--- src/logic/mesc_pkg.sv ---
// ***************************************************************
// shared constants for the error statistics counters
// ***************************************************************
package mesc_pkg;

  // ***************************************************************
  // register map (byte addresses on the register bus)
  // ***************************************************************
  localparam int         ADDR_W        = 8;
  localparam logic [7:0] OFF_UNDERRUN  = 8'h64;  // transmit_underrun_count
  localparam logic [7:0] OFF_CARRIER   = 8'h68;  // carrier_sense_error_count
  localparam logic [7:0] OFF_NO_BUFFER = 8'h6c;  // no_buffer_drop_count
  localparam logic [7:0] OFF_OVERRUN   = 8'h70;  // receive_dma_overrun_count
  localparam logic [7:0] OFF_SYMBOL    = 8'h74;  // symbol_error_frame_count
  localparam logic [7:0] OFF_OVERSIZE  = 8'h78;  // oversize_clean_frame_count
  localparam logic [7:0] OFF_JABBER    = 8'h7c;  // jabber_frame_count
  localparam logic [7:0] OFF_UNDERSIZE = 8'h80;  // undersize_frame_count
  localparam logic [7:0] OFF_HEARTBEAT = 8'h84;  // heartbeat_test_fail_count
  localparam logic [7:0] OFF_MISMATCH  = 8'h88;  // length_mismatch_count
  localparam logic [7:0] OFF_MODE      = 8'hfc;  // operating mode bits

  // ***************************************************************
  // counter storage layout
  // ***************************************************************
  localparam int NUM_CNT = 10;  // counters held in the store
  localparam int IDX_W   = 4;   // counter index width
  localparam int CNT_W   = 16;  // widest counter field
  localparam int NARROW_W = 8;  // width of every other counter field
  localparam int DATA_W  = 32;  // bus data width
  localparam logic [IDX_W-1:0] IDX_UNDERRUN  = 4'h0;
  localparam logic [IDX_W-1:0] IDX_CARRIER   = 4'h1;
  localparam logic [IDX_W-1:0] IDX_NO_BUFFER = 4'h2;
  localparam logic [IDX_W-1:0] IDX_OVERRUN   = 4'h3;
  localparam logic [IDX_W-1:0] IDX_SYMBOL    = 4'h4;
  localparam logic [IDX_W-1:0] IDX_OVERSIZE  = 4'h5;
  localparam logic [IDX_W-1:0] IDX_JABBER    = 4'h6;
  localparam logic [IDX_W-1:0] IDX_UNDERSIZE = 4'h7;
  localparam logic [IDX_W-1:0] IDX_HEARTBEAT = 4'h8;
  localparam logic [IDX_W-1:0] IDX_MISMATCH  = 4'h9;
  localparam logic [CNT_W-1:0] CNT_RESET     = 16'h0000;

  // ***************************************************************
  // mode register fields
  // ***************************************************************
  localparam int             MODE_W        = 4;
  localparam int             MODE_FULL_DUP = 0;  // full-duplex operation
  localparam int             MODE_BIG      = 1;  // big_frame_enable
  localparam int             MODE_JUMBO    = 2;  // jumbo_frame_enable
  localparam int             MODE_LEN_CHK  = 3;  // length_check_enable
  localparam logic [MODE_W-1:0] MODE_RESET = 4'h0;

  // ***************************************************************
  // frame length thresholds, in bytes
  // ***************************************************************
  localparam int              LEN_W        = 14;
  localparam logic [LEN_W-1:0] LEN_MIN     = 14'h0040;  // 64
  localparam logic [LEN_W-1:0] LEN_MAX_STD = 14'h05ee;  // 1518
  localparam logic [LEN_W-1:0] LEN_MAX_BIG = 14'h0600;  // 1536
  localparam logic [LEN_W-1:0] LEN_MAX_JUM = 14'h2800;  // 10240
  localparam logic [LEN_W-1:0] LEN_OVERHEAD = 14'h0012; // header and fcs
  localparam logic [15:0]      TYPE_ID_MIN = 16'h0600;

  // ***************************************************************
  // heartbeat window timing
  // ***************************************************************
  localparam int CLOCK_NS  = 100;  // 10 MHz peripheral clock
  localparam int BIT_NS    = 100;  // one bit time on a 10 Mb/s link
  localparam int SQE_BITS  = 96;   // interframe gap in bit times
  localparam int SQE_NS    = SQE_BITS * BIT_NS;
  localparam int SQE_CYC_I = (SQE_NS / CLOCK_NS < 1) ? 1 : SQE_NS / CLOCK_NS;
  localparam int SQE_CNT_W = 7;
  localparam logic [SQE_CNT_W-1:0] SQE_CYCLES = SQE_CNT_W'(SQE_CYC_I);

  // ***************************************************************
  // bus sequencer states
  // ***************************************************************
  typedef enum logic [1:0] {
    BUS_IDLE   = 2'b00,
    BUS_FETCH  = 2'b01,
    BUS_ANSWER = 2'b10
  } mesc_bus_state_t;

  // keep only the field bits of a counter, upper bits read as zero
  function automatic logic [CNT_W-1:0] mesc_mask(logic [IDX_W-1:0] idx);
    mesc_mask = (idx == IDX_NO_BUFFER) ? {CNT_W{1'b1}}
                                       : CNT_W'({NARROW_W{1'b1}});
  endfunction : mesc_mask

endpackage : mesc_pkg

--- src/logic/mesc_cnt_if.sv ---
`timescale 1ns/1ps
// ***************************************************************
// link between the bus/event logic and the counter store
// ***************************************************************
interface mesc_cnt_if;
  import mesc_pkg::*;
  logic [NUM_CNT-1:0] inc;      // one-cycle increment request per counter
  logic               wr_en;    // software write of one counter
  logic [IDX_W-1:0]   wr_idx;   // counter written
  logic [CNT_W-1:0]   wr_data;  // value written
  logic [IDX_W-1:0]   rd_idx;   // counter read
  logic [CNT_W-1:0]   rd_data;  // registered read value

  modport ctrl  (output inc, wr_en, wr_idx, wr_data, rd_idx,
                 input  rd_data);
  modport store (input  inc, wr_en, wr_idx, wr_data, rd_idx,
                 output rd_data);
endinterface : mesc_cnt_if

--- src/logic/mesc_counter_mem.sv ---
`timescale 1ns/1ps
// ***************************************************************
// counter store: all counters, one write port, registered read
// ***************************************************************
module mesc_counter_mem
  import mesc_pkg::*;
(
  // clock and reset
  input  wire logic clock,
  input  wire logic rst,
  // access from the control logic
  mesc_cnt_if.store cnt
);

  typedef struct packed {
    logic [NUM_CNT-1:0][CNT_W-1:0] value;    // counter contents
    logic [CNT_W-1:0]              rd_data;  // read register
  } mesc_mem_state_t;

  mesc_mem_state_t state;       // registered state
  mesc_mem_state_t next_state;  // next state

  // write first, then add the increment, so no event is lost
  always_comb begin
    logic [CNT_W-1:0] v;
    v = CNT_RESET;
    next_state = state;
    for (int i = 0; i < NUM_CNT; i++) begin
      v = state.value[i];
      if (cnt.wr_en && cnt.wr_idx == IDX_W'(i)) begin
        v = cnt.wr_data;
      end
      if (cnt.inc[i]) begin
        v = v + 1'b1;
      end
      next_state.value[i] = v & mesc_mask(IDX_W'(i));
    end
    // out-of-range index reads zero rather than an undefined word
    next_state.rd_data = (int'(cnt.rd_idx) < NUM_CNT)
                         ? state.value[cnt.rd_idx] : CNT_RESET;
  end

  // state register
  always_ff @(posedge clock or posedge rst) begin
    if (rst) begin
      state <= '0;
    end else begin
      state <= next_state;
    end
  end

  assign cnt.rd_data = state.rd_data;

endmodule : mesc_counter_mem

--- src/logic/mesc_sqe_watch.sv ---
`timescale 1ns/1ps
// ***************************************************************
// heartbeat watch: collision expected after transmit ends
// ***************************************************************
module mesc_sqe_watch
  import mesc_pkg::*;
(
  // clock and reset
  input  wire logic clock,
  input  wire logic rst,
  // link pins and mode
  input  wire logic half_duplex,
  input  wire logic tx_en,
  input  wire logic col,
  // result
  output logic      sqe_fail
);

  typedef struct packed {
    logic                 tx_en_d;  // transmit enable, one cycle late
    logic                 armed;    // window open
    logic [SQE_CNT_W-1:0] left;     // cycles left in the window
    logic                 fail;     // one-cycle failure pulse
  } mesc_sqe_state_t;

  mesc_sqe_state_t state;       // registered state
  mesc_sqe_state_t next_state;  // next state

  // open the window on the falling transmit enable, close on collision
  always_comb begin
    next_state         = state;
    next_state.fail    = 1'b0;
    next_state.tx_en_d = tx_en;
    if (state.armed) begin
      if (tx_en || col) begin
        next_state.armed = 1'b0;  // new frame or heartbeat seen
      end else if (state.left == SQE_CNT_W'(1)) begin
        next_state.armed = 1'b0;  // window ran out silent
        next_state.fail  = 1'b1;
      end else begin
        next_state.left = state.left - 1'b1;
      end
    end
    // full duplex never arms the window
    if (!tx_en && state.tx_en_d && half_duplex) begin
      next_state.armed = 1'b1;
      next_state.left  = SQE_CYCLES;
    end
  end

  // state register
  always_ff @(posedge clock or posedge rst) begin
    if (rst) begin
      state <= '0;
    end else begin
      state <= next_state;
    end
  end

  assign sqe_fail = state.fail;

endmodule : mesc_sqe_watch

--- src/logic/mesc_stats_top.sv ---
// Local design decision: the Avalon-MM interface to the registers.
`timescale 1ns/1ps
module mesc_stats_top
  import mesc_pkg::*;
(
  // clock and reset
  input  wire logic              clock,
  input  wire logic              rst,
  // register bus slave
  input  wire logic [ADDR_W-1:0] address,
  input  wire logic              read,
  input  wire logic              write,
  input  wire logic [DATA_W-1:0] writedata,
  output logic      [DATA_W-1:0] readdata,
  output logic                   waitrequest,
  // transmit path pins
  input  wire logic              tx_en,
  input  wire logic              crs,
  input  wire logic              col,
  // transmit frame outcome
  input  wire logic              tx_done,
  input  wire logic              tx_underrun,
  input  wire logic              tx_collision,
  // receive path pins
  input  wire logic              rx_dv,
  input  wire logic              rx_er,
  // receive frame outcome
  input  wire logic              rx_done,
  input  wire logic [LEN_W-1:0]  rx_length,
  input  wire logic [15:0]       rx_length_field,
  input  wire logic              rx_crc_error,
  input  wire logic              rx_align_error,
  input  wire logic              rx_addr_match,
  input  wire logic              rx_no_buffer,
  input  wire logic              rx_dma_overrun
);

  // ***************************************************************
  // helper functions
  // ***************************************************************

  // true for an aligned address inside the counter block
  function automatic logic is_counter(logic [ADDR_W-1:0] a);
    is_counter = (a >= OFF_UNDERRUN) && (a <= OFF_MISMATCH) &&
                 (a[1:0] == 2'b00);
  endfunction : is_counter

  // counter index of an address inside the block
  function automatic logic [IDX_W-1:0] index_of(logic [ADDR_W-1:0] a);
    logic [ADDR_W-1:0] d;
    d = a - OFF_UNDERRUN;
    index_of = d[IDX_W+1:2];
  endfunction : index_of

  // largest valid frame for the current mode
  function automatic logic [LEN_W-1:0] max_len(logic [MODE_W-1:0] m);
    if (m[MODE_JUMBO]) begin
      max_len = LEN_MAX_JUM;
    end else if (m[MODE_BIG]) begin
      max_len = LEN_MAX_BIG;
    end else begin
      max_len = LEN_MAX_STD;
    end
  endfunction : max_len

  // ***************************************************************
  // state
  // ***************************************************************
  typedef struct packed {
    mesc_bus_state_t   bus_state;      // read sequencer
    logic [DATA_W-1:0] readdata;       // read answer register
    logic [MODE_W-1:0] mode;           // operating mode bits
    logic              rx_sym;         // rx_er seen in this frame
    logic              crs_seen;       // carrier came during transmit
    logic              crs_lost;       // carrier went after it came
    logic              last_underrun;  // last frame was abandoned
  } mesc_top_state_t;

  mesc_top_state_t state;       // registered state
  mesc_top_state_t next_state;  // next state

  logic [NUM_CNT-1:0] inc;       // increments for this cycle
  logic               sqe_fail;  // heartbeat missing after a frame
  logic               half_dup;  // half-duplex operation
  logic [CNT_W-1:0]   rd_word;   // value from the counter store

  mesc_cnt_if cnt_bus ();

  // ***************************************************************
  // counter store and heartbeat watch
  // ***************************************************************
  mesc_counter_mem u_mem (
    .clock (clock),
    .rst   (rst),
    .cnt   (cnt_bus.store)
  );

  mesc_sqe_watch u_sqe (
    .clock       (clock),
    .rst         (rst),
    .half_duplex (half_dup),
    .tx_en       (tx_en),
    .col         (col),
    .sqe_fail    (sqe_fail)
  );

  assign half_dup = !state.mode[MODE_FULL_DUP];
  assign rd_word  = cnt_bus.rd_data;

  // ***************************************************************
  // frame classification
  // ***************************************************************

  // every counter event but the heartbeat one is decided from the frame outcome strobes;
  // several counters may step in the same cycle, the store has one
  // adder per counter so nothing has to be queued
  always_comb begin
    logic              sym;        // symbol error in this frame
    logic              bad;        // crc, alignment or symbol error
    logic              too_long;   // beyond the valid maximum
    logic              too_short;  // below the valid minimum
    logic [LEN_W-1:0]  payload;    // measured data length
    sym       = state.rx_sym || (rx_dv && rx_er);
    bad       = rx_crc_error || rx_align_error || sym;
    too_long  = rx_length > max_len(state.mode);
    too_short = rx_length < LEN_MIN;
    payload   = (rx_length > LEN_OVERHEAD) ? rx_length - LEN_OVERHEAD
                                           : '0;
    inc = '0;

    // transmit side
    if (tx_done) begin
      if (tx_underrun) begin
        // an abandoned frame steps this counter and nothing else
        inc[IDX_UNDERRUN] = 1'b1;
      end else if (half_dup && !tx_collision &&
                   (!state.crs_seen || state.crs_lost)) begin
        // only effect of a carrier error is this one step
        inc[IDX_CARRIER] = 1'b1;
      end
    end

    // a missing heartbeat after an abandoned frame is not counted
    if (sqe_fail && !state.last_underrun) begin
      inc[IDX_HEARTBEAT] = 1'b1;
    end

    // receive side
    if (rx_done) begin
      if (rx_addr_match && rx_no_buffer) begin
        inc[IDX_NO_BUFFER] = 1'b1;
      end
      if (rx_addr_match && rx_dma_overrun) begin
        inc[IDX_OVERRUN] = 1'b1;
      end
      if (sym) begin
        inc[IDX_SYMBOL] = 1'b1;
      end
      // symbol error on a long frame lands in jabber, not fcs
      // a valid-length one is left to the fcs/alignment counters
      if (too_long && !bad) begin
        inc[IDX_OVERSIZE] = 1'b1;
      end
      if (too_long && bad) begin
        inc[IDX_JABBER] = 1'b1;
      end
      if (too_short && !bad) begin
        inc[IDX_UNDERSIZE] = 1'b1;
      end
      // type frames and oversize frames are never checked
      if (state.mode[MODE_LEN_CHK] && rx_length_field < TYPE_ID_MIN &&
          !too_long && payload < LEN_W'(rx_length_field)) begin
        inc[IDX_MISMATCH] = 1'b1;
      end
    end
  end

  // ***************************************************************
  // bus slave and frame state
  // ***************************************************************

  // waitrequest drops at once for a write and in the answer cycle of
  // a read; the store's registered read and the answer register cost one extra cycle each
  always_comb begin
    waitrequest = !((write && state.bus_state == BUS_IDLE) ||
                    (read && state.bus_state == BUS_ANSWER));
  end

  // next state: bus sequencing, mode writes, per-frame flags
  always_comb begin
    next_state      = state;
    cnt_bus.wr_en   = 1'b0;
    cnt_bus.wr_idx  = index_of(address);
    cnt_bus.wr_data = writedata[CNT_W-1:0];
    cnt_bus.rd_idx  = index_of(address);

    // software write: counter, mode, or ignored when unmapped
    if (write && state.bus_state == BUS_IDLE) begin
      if (address == OFF_MODE) begin
        next_state.mode = writedata[MODE_W-1:0];
      end else if (is_counter(address)) begin
        cnt_bus.wr_en = 1'b1;
      end
    end

    // read sequencer
    case (state.bus_state)
      BUS_IDLE: begin
        if (read) begin
          next_state.bus_state = BUS_FETCH;  // store reads this edge
        end
      end
      BUS_FETCH: begin
        // upper bits above each field read as zero
        if (address == OFF_MODE) begin
          next_state.readdata = DATA_W'(state.mode);
        end else if (is_counter(address)) begin
          next_state.readdata = DATA_W'(rd_word);
        end else begin
          next_state.readdata = '0;  // unmapped reads zero
        end
        next_state.bus_state = BUS_ANSWER;
      end
      BUS_ANSWER: begin
        next_state.bus_state = BUS_IDLE;  // answer taken this edge
      end
      default: begin
        next_state.bus_state = BUS_IDLE;
      end
    endcase

    // rx_er is remembered over the whole reception
    if (rx_done) begin
      next_state.rx_sym = 1'b0;
    end else if (rx_dv && rx_er) begin
      next_state.rx_sym = 1'b1;
    end

    // carrier is tracked only while the frame goes out
    if (tx_done) begin
      next_state.crs_seen      = 1'b0;
      next_state.crs_lost      = 1'b0;
      next_state.last_underrun = tx_underrun;
    end else if (tx_en) begin
      if (crs) begin
        next_state.crs_seen = 1'b1;
      end else if (state.crs_seen) begin
        next_state.crs_lost = 1'b1;
      end
    end
  end

  assign cnt_bus.inc = inc;

  // state register; every counter and flag starts at zero
  always_ff @(posedge clock or posedge rst) begin
    if (rst) begin
      state           <= '0;
      state.bus_state <= BUS_IDLE;
      state.mode      <= MODE_RESET;
    end else begin
      state <= next_state;
    end
  end

  assign readdata = state.readdata;

endmodule : mesc_stats_top

--- config.mk ---
export PLATFORM = sky130hd
export DESIGN_NAME = mesc_stats_top
export DESIGN_NICKNAME = d
export VERILOG_FILES = /design/src/logic/mesc_pkg.sv /design/src/logic/mesc_cnt_if.sv /design/src/logic/mesc_counter_mem.sv /design/src/logic/mesc_sqe_watch.sv /design/src/logic/mesc_stats_top.sv
export SDC_FILE = /design/constraint.sdc
export NUM_CORES = 1
export LEC_CHECK = 0
export ABC_AREA = 1
export BUFFER_PORTS_ARGS = -buffer_cell sky130_fd_sc_hd__buf_2
export CORE_MARGIN = 5
export CORE_UTILIZATION = 53
export DETAILED_ROUTE_END_ITERATION = 10
export PLACE_DENSITY = 0.84
export SETUP_SLACK_MARGIN = 0.1
export SLEW_MARGIN = 5
export SYNTH_ARGS = -nofsm -noshare
export SYNTH_HDL_FRONTEND = slang
export SYNTH_HIERARCHICAL = 1
export SYNTH_SLANG_ARGS = --single-unit
--- constraint.sdc ---
create_clock -name clock -period 9.5 [get_ports clock]
set_clock_uncertainty 0.2 [all_clocks]
set_input_delay 0.475 -clock clock [delete_from_list [all_inputs] [get_ports clock]]
set_output_delay 0.475 -clock clock [all_outputs]
set_load 0.03 [all_outputs]
==> qor.yml <==
run_status:
  outcome: "completed"
floorplan:
  die_width_um: 148
  die-height_um: 148
  core_area_um2: 18700
  start_util_pct: 53.8
  num_io_pins: 121
  rows: 50
  die_area_um2: 21800
route:
  antenna_left: 0
  wl_per_cell_um: 15.3
  routed_wl_um: 26700
  drc_errors: 0
  vias: 9641
  vias_per_cell: 5.55
  dr.first_iter.drc_count: 1198
  firstDrtPassIters: 7
sta:
  post-route-min-period_ns: 4.75
  finalSetupTns_ns: 0
  hold_viol: 0
  tightest_slew_ns: 1.01
  timing.slew.headroom_pct: 32.3
  rsz0062_at_grt: "false"
  slew_violations: 0
  finalCritPeriodShare_pct: 49.9
  fmax_mhz: 211
  setup_viol: 0
placement:
  placedCellCount: 1704
  dp_hpwl_um: 19300
  io_buffers: 88
  gp_congestion: 0.965
  placed_area_um2: 10400
setup_path:
  reg2regPathDepth: 15
  critPathRequiredTime_ns: 9.61
  critPathKind: "input port to register"
  reg2reg_to: "u_mem/state[118]$_DFF_PP0_"
  critical_path.max_fanout: 70
  crit_path_start_kind: "input port"
  end_kind: "register"
  cp.arrival_ns: 4.86
  r2r_setup_slack_ns: 5.78
  rr_startpoint: "state[41]$_DFFE_PP0P_"
synthesis:
  seq_area_frac_synth_pct: 34.8
  synth-seq-cells: 140
  yosysWarnings: 6
  synthDominantCellAreaShare_pct: 34.8
  ys_async_sr_fraction_pct: 100
  synth-edff-count: 0
  synth_cell_types: 45
  synth-main-ff-cell: "dfrtp_1"
  syn_area_per_cell_um2: 6.95
  yosysMostFrequentCell: "nand2_1"
  syn_area_um2: 10100
  synthTopCellsByCount: "nand2_1, inv_1, nor2_1"
  synth_top_area_cell: "dfrtp_1"
  yosys-top-cells-area: "dfrtp_1, nand2_1, inv_1"
  synth_cells: 1446
layout:
  syn2layout_area_growth_pct: 8.95
  final.fill_count: 1715
  final_cells: 1737
  fin_util_pct: 58.6
  final_area_um2: 11000
  fin_nets: 1620
  drive_gt1_share_pct: 11.5
  n_antenna_cell: 0
pwr:
  pwr-share-comb_pct: 30.5
  seqPwrFrac_pct: 37.1
  ir_drop_mv: 0.104
  p_leak_nw: 5.69
  p_clk_share_pct: 32.4
  p_sw_share_pct: 38.0
  intPower_mw: 1.29
  power.density_nw_per_um2: 190
  power_mw: 2.08
  p_sw_uw: 791
flow_run:
  maxCapViolations: 0
hold_path:
  worstHoldEndpoint: "state[2]$_DFFE_PP0P_"
  min-delay-start: "tx_done"
  min_path_cells: 2
  hp-class: "input port to register"
cts:
  clk_pin_slew_ns: 0.06
  cts_resized: 0
  cts_buffers: 17
  htreeDepth: 4
  clock_path_buffers: 2
  cts_sinks: 140
  cts_tree: "yes"
  clkLatencyLatePin_ns: 0.43
  cts_root_buf: "clkbuf_16"
global_routing:
  overflow: 0
  grt_pass1_wl_um: 42700
  top_usage_layer: "met2"
  grt_util_met1_pct: 31.5
  grt_max_degree: 71
  grt_pass1_vias: 9024
  grt_usage_pct: 24.0
  met3_usage_pct: 5.18
  antenna_found_initial: 0
  grt_use_met2_pct: 39.2
-- through the flow --
step	hold slack [ns]	worst slack, ns
2_1_floorplan	0.115	6.09
3_3_place_gp	0.257	4.55
3_5_place_dp	0.260	4.43
4_1_cts	0.0157	4.88
5_1_grt	0.0191	4.44
6_report	0.0263	4.75
-- critical path, stage by stage --
cell and delay, ns:
buf_2 0.13, inv_2 0.04, buf_4 0.54, ha_1 0.26
o21ai_1 0.07, a211oi_1 0.20, nand2_1 0.33, nor2_2 0.19
buf_4 0.32, nand3_1 0.45, nor2_1 0.66, nand2_1 0.12
o21ai_1 0.25, inv_1 0.08, ha_1 0.19, nand2_1 0.11
inv_1 0.06, nand3_1 0.12, nor3_1 0.08, xor2_1 0.16
-- per-layer routing --
layer / vias up / share of wire (%)
met3: 62 / 9.7
met5: - / 0
met1: 4444 / 42
met4: 0 / 2.6
met2: 483 / 46
li1: 4652 / -
-- flip-flops by register name (all words and copies together) (netlist names) --
name and cells:
readdata 16, state 10, u_mem/cnt.rd_data 16, u_mem/state 88, u_sqe/sqe_fail 1, u_sqe/state 9
-- final cells by class --
class,count,area (um2),share of cell area (%)
clock buffers,17,425,3.88
clock inverters,15,164,1.50
inverters,207,779,7.12
multi-input cells,1029,5290,48.3
flip-flops and latches,140,3500,32.0
well taps,234,293,2.67
repair buffers,95,495,4.52
-- cell families after synthesis --
| family | count (synthesis) | share of synthesized area [%] |
|---|---|---|
| AOI/OAI and AO/OA | 207 | 11.3 |
| xor gates and xnor gates | 50 | 4.36 |
| adders and majority gates | 42 | 5.23 |
| buffers and inverters | 292 | 13.1 |
| DFF | 140 | 34.8 |
| other | 1 | 0.0373 |
| and+or+nand+nor | 714 | 31.1 |
-- cells in the final DEF, fill, tap and decap left out, drive strengths merged --
master       netlist  final
a211oi             3      3
a21oi             32     32
a31oi              7      7
buf               68     94
bufinv             0      1
clkbuf            17     17
clkinv             1      2
clkinvlp           0      1
conb               1     16
dfrtp            140    140
dlygate4sd3        0      1
ha                42     42
inv              206    218
nand2            392    392
nand3             72     72
nand3b             1      1
nand4             46     46
nor2             169    169
nor3              14     14
nor3b              5      5
nor4               4      4
nor4b              1      1
o2111ai            4      4
o211ai            13     13
o21a               4      4
o21ai            138    138
o21bai             1      1
o221ai             1      1
o31ai              3      3
o32ai              1      1
or2               10     10
xnor2             10     10
xor2              40     40
-- power by group through the flow --
stage / registers, mW / logic (mW) / clock network [mW]
2_1_floorplan: 0.762 / 0.493 / 0
3_3_place_gp: 0.776 / 0.592 / 0
3_5_place_dp: 0.779 / 0.614 / 0
4_1_cts: 0.769 / 0.621 / 0.681
5_1_grt: 0.782 / 0.713 / 0.708
6_report: 0.771 / 0.634 / 0.675
-- worst max-delay path by stage --
stage | slack [ns] | to | startpoint | cells after the start
2_1_floorplan | 6.09 | u_mem/cnt.rd_data[0]$_DFF_PP0_ | rst | 1
3_3_place_gp | 4.55 | u_mem/state[118]$_DFF_PP0_ | address[2] | 20
3_5_place_dp | 4.43 | u_mem/state[118]$_DFF_PP0_ | address[2] | 20
4_1_cts | 4.88 | u_mem/state[118]$_DFF_PP0_ | address[2] | 20
5_1_grt | 4.44 | u_mem/state[118]$_DFF_PP0_ | address[2] | 19
6_report | 4.75 | u_mem/state[118]$_DFF_PP0_ | address[2] | 20
-- what timing repair did --
item / CTS / global route
endpoints found under the hold margin: 47 / 0
buffers inserted: 0 / 0
endpoints found under the setup margin: 0 / 0
hold buffers: 1 / 0
No activity file was read; power rests on OpenSTA's default activity.
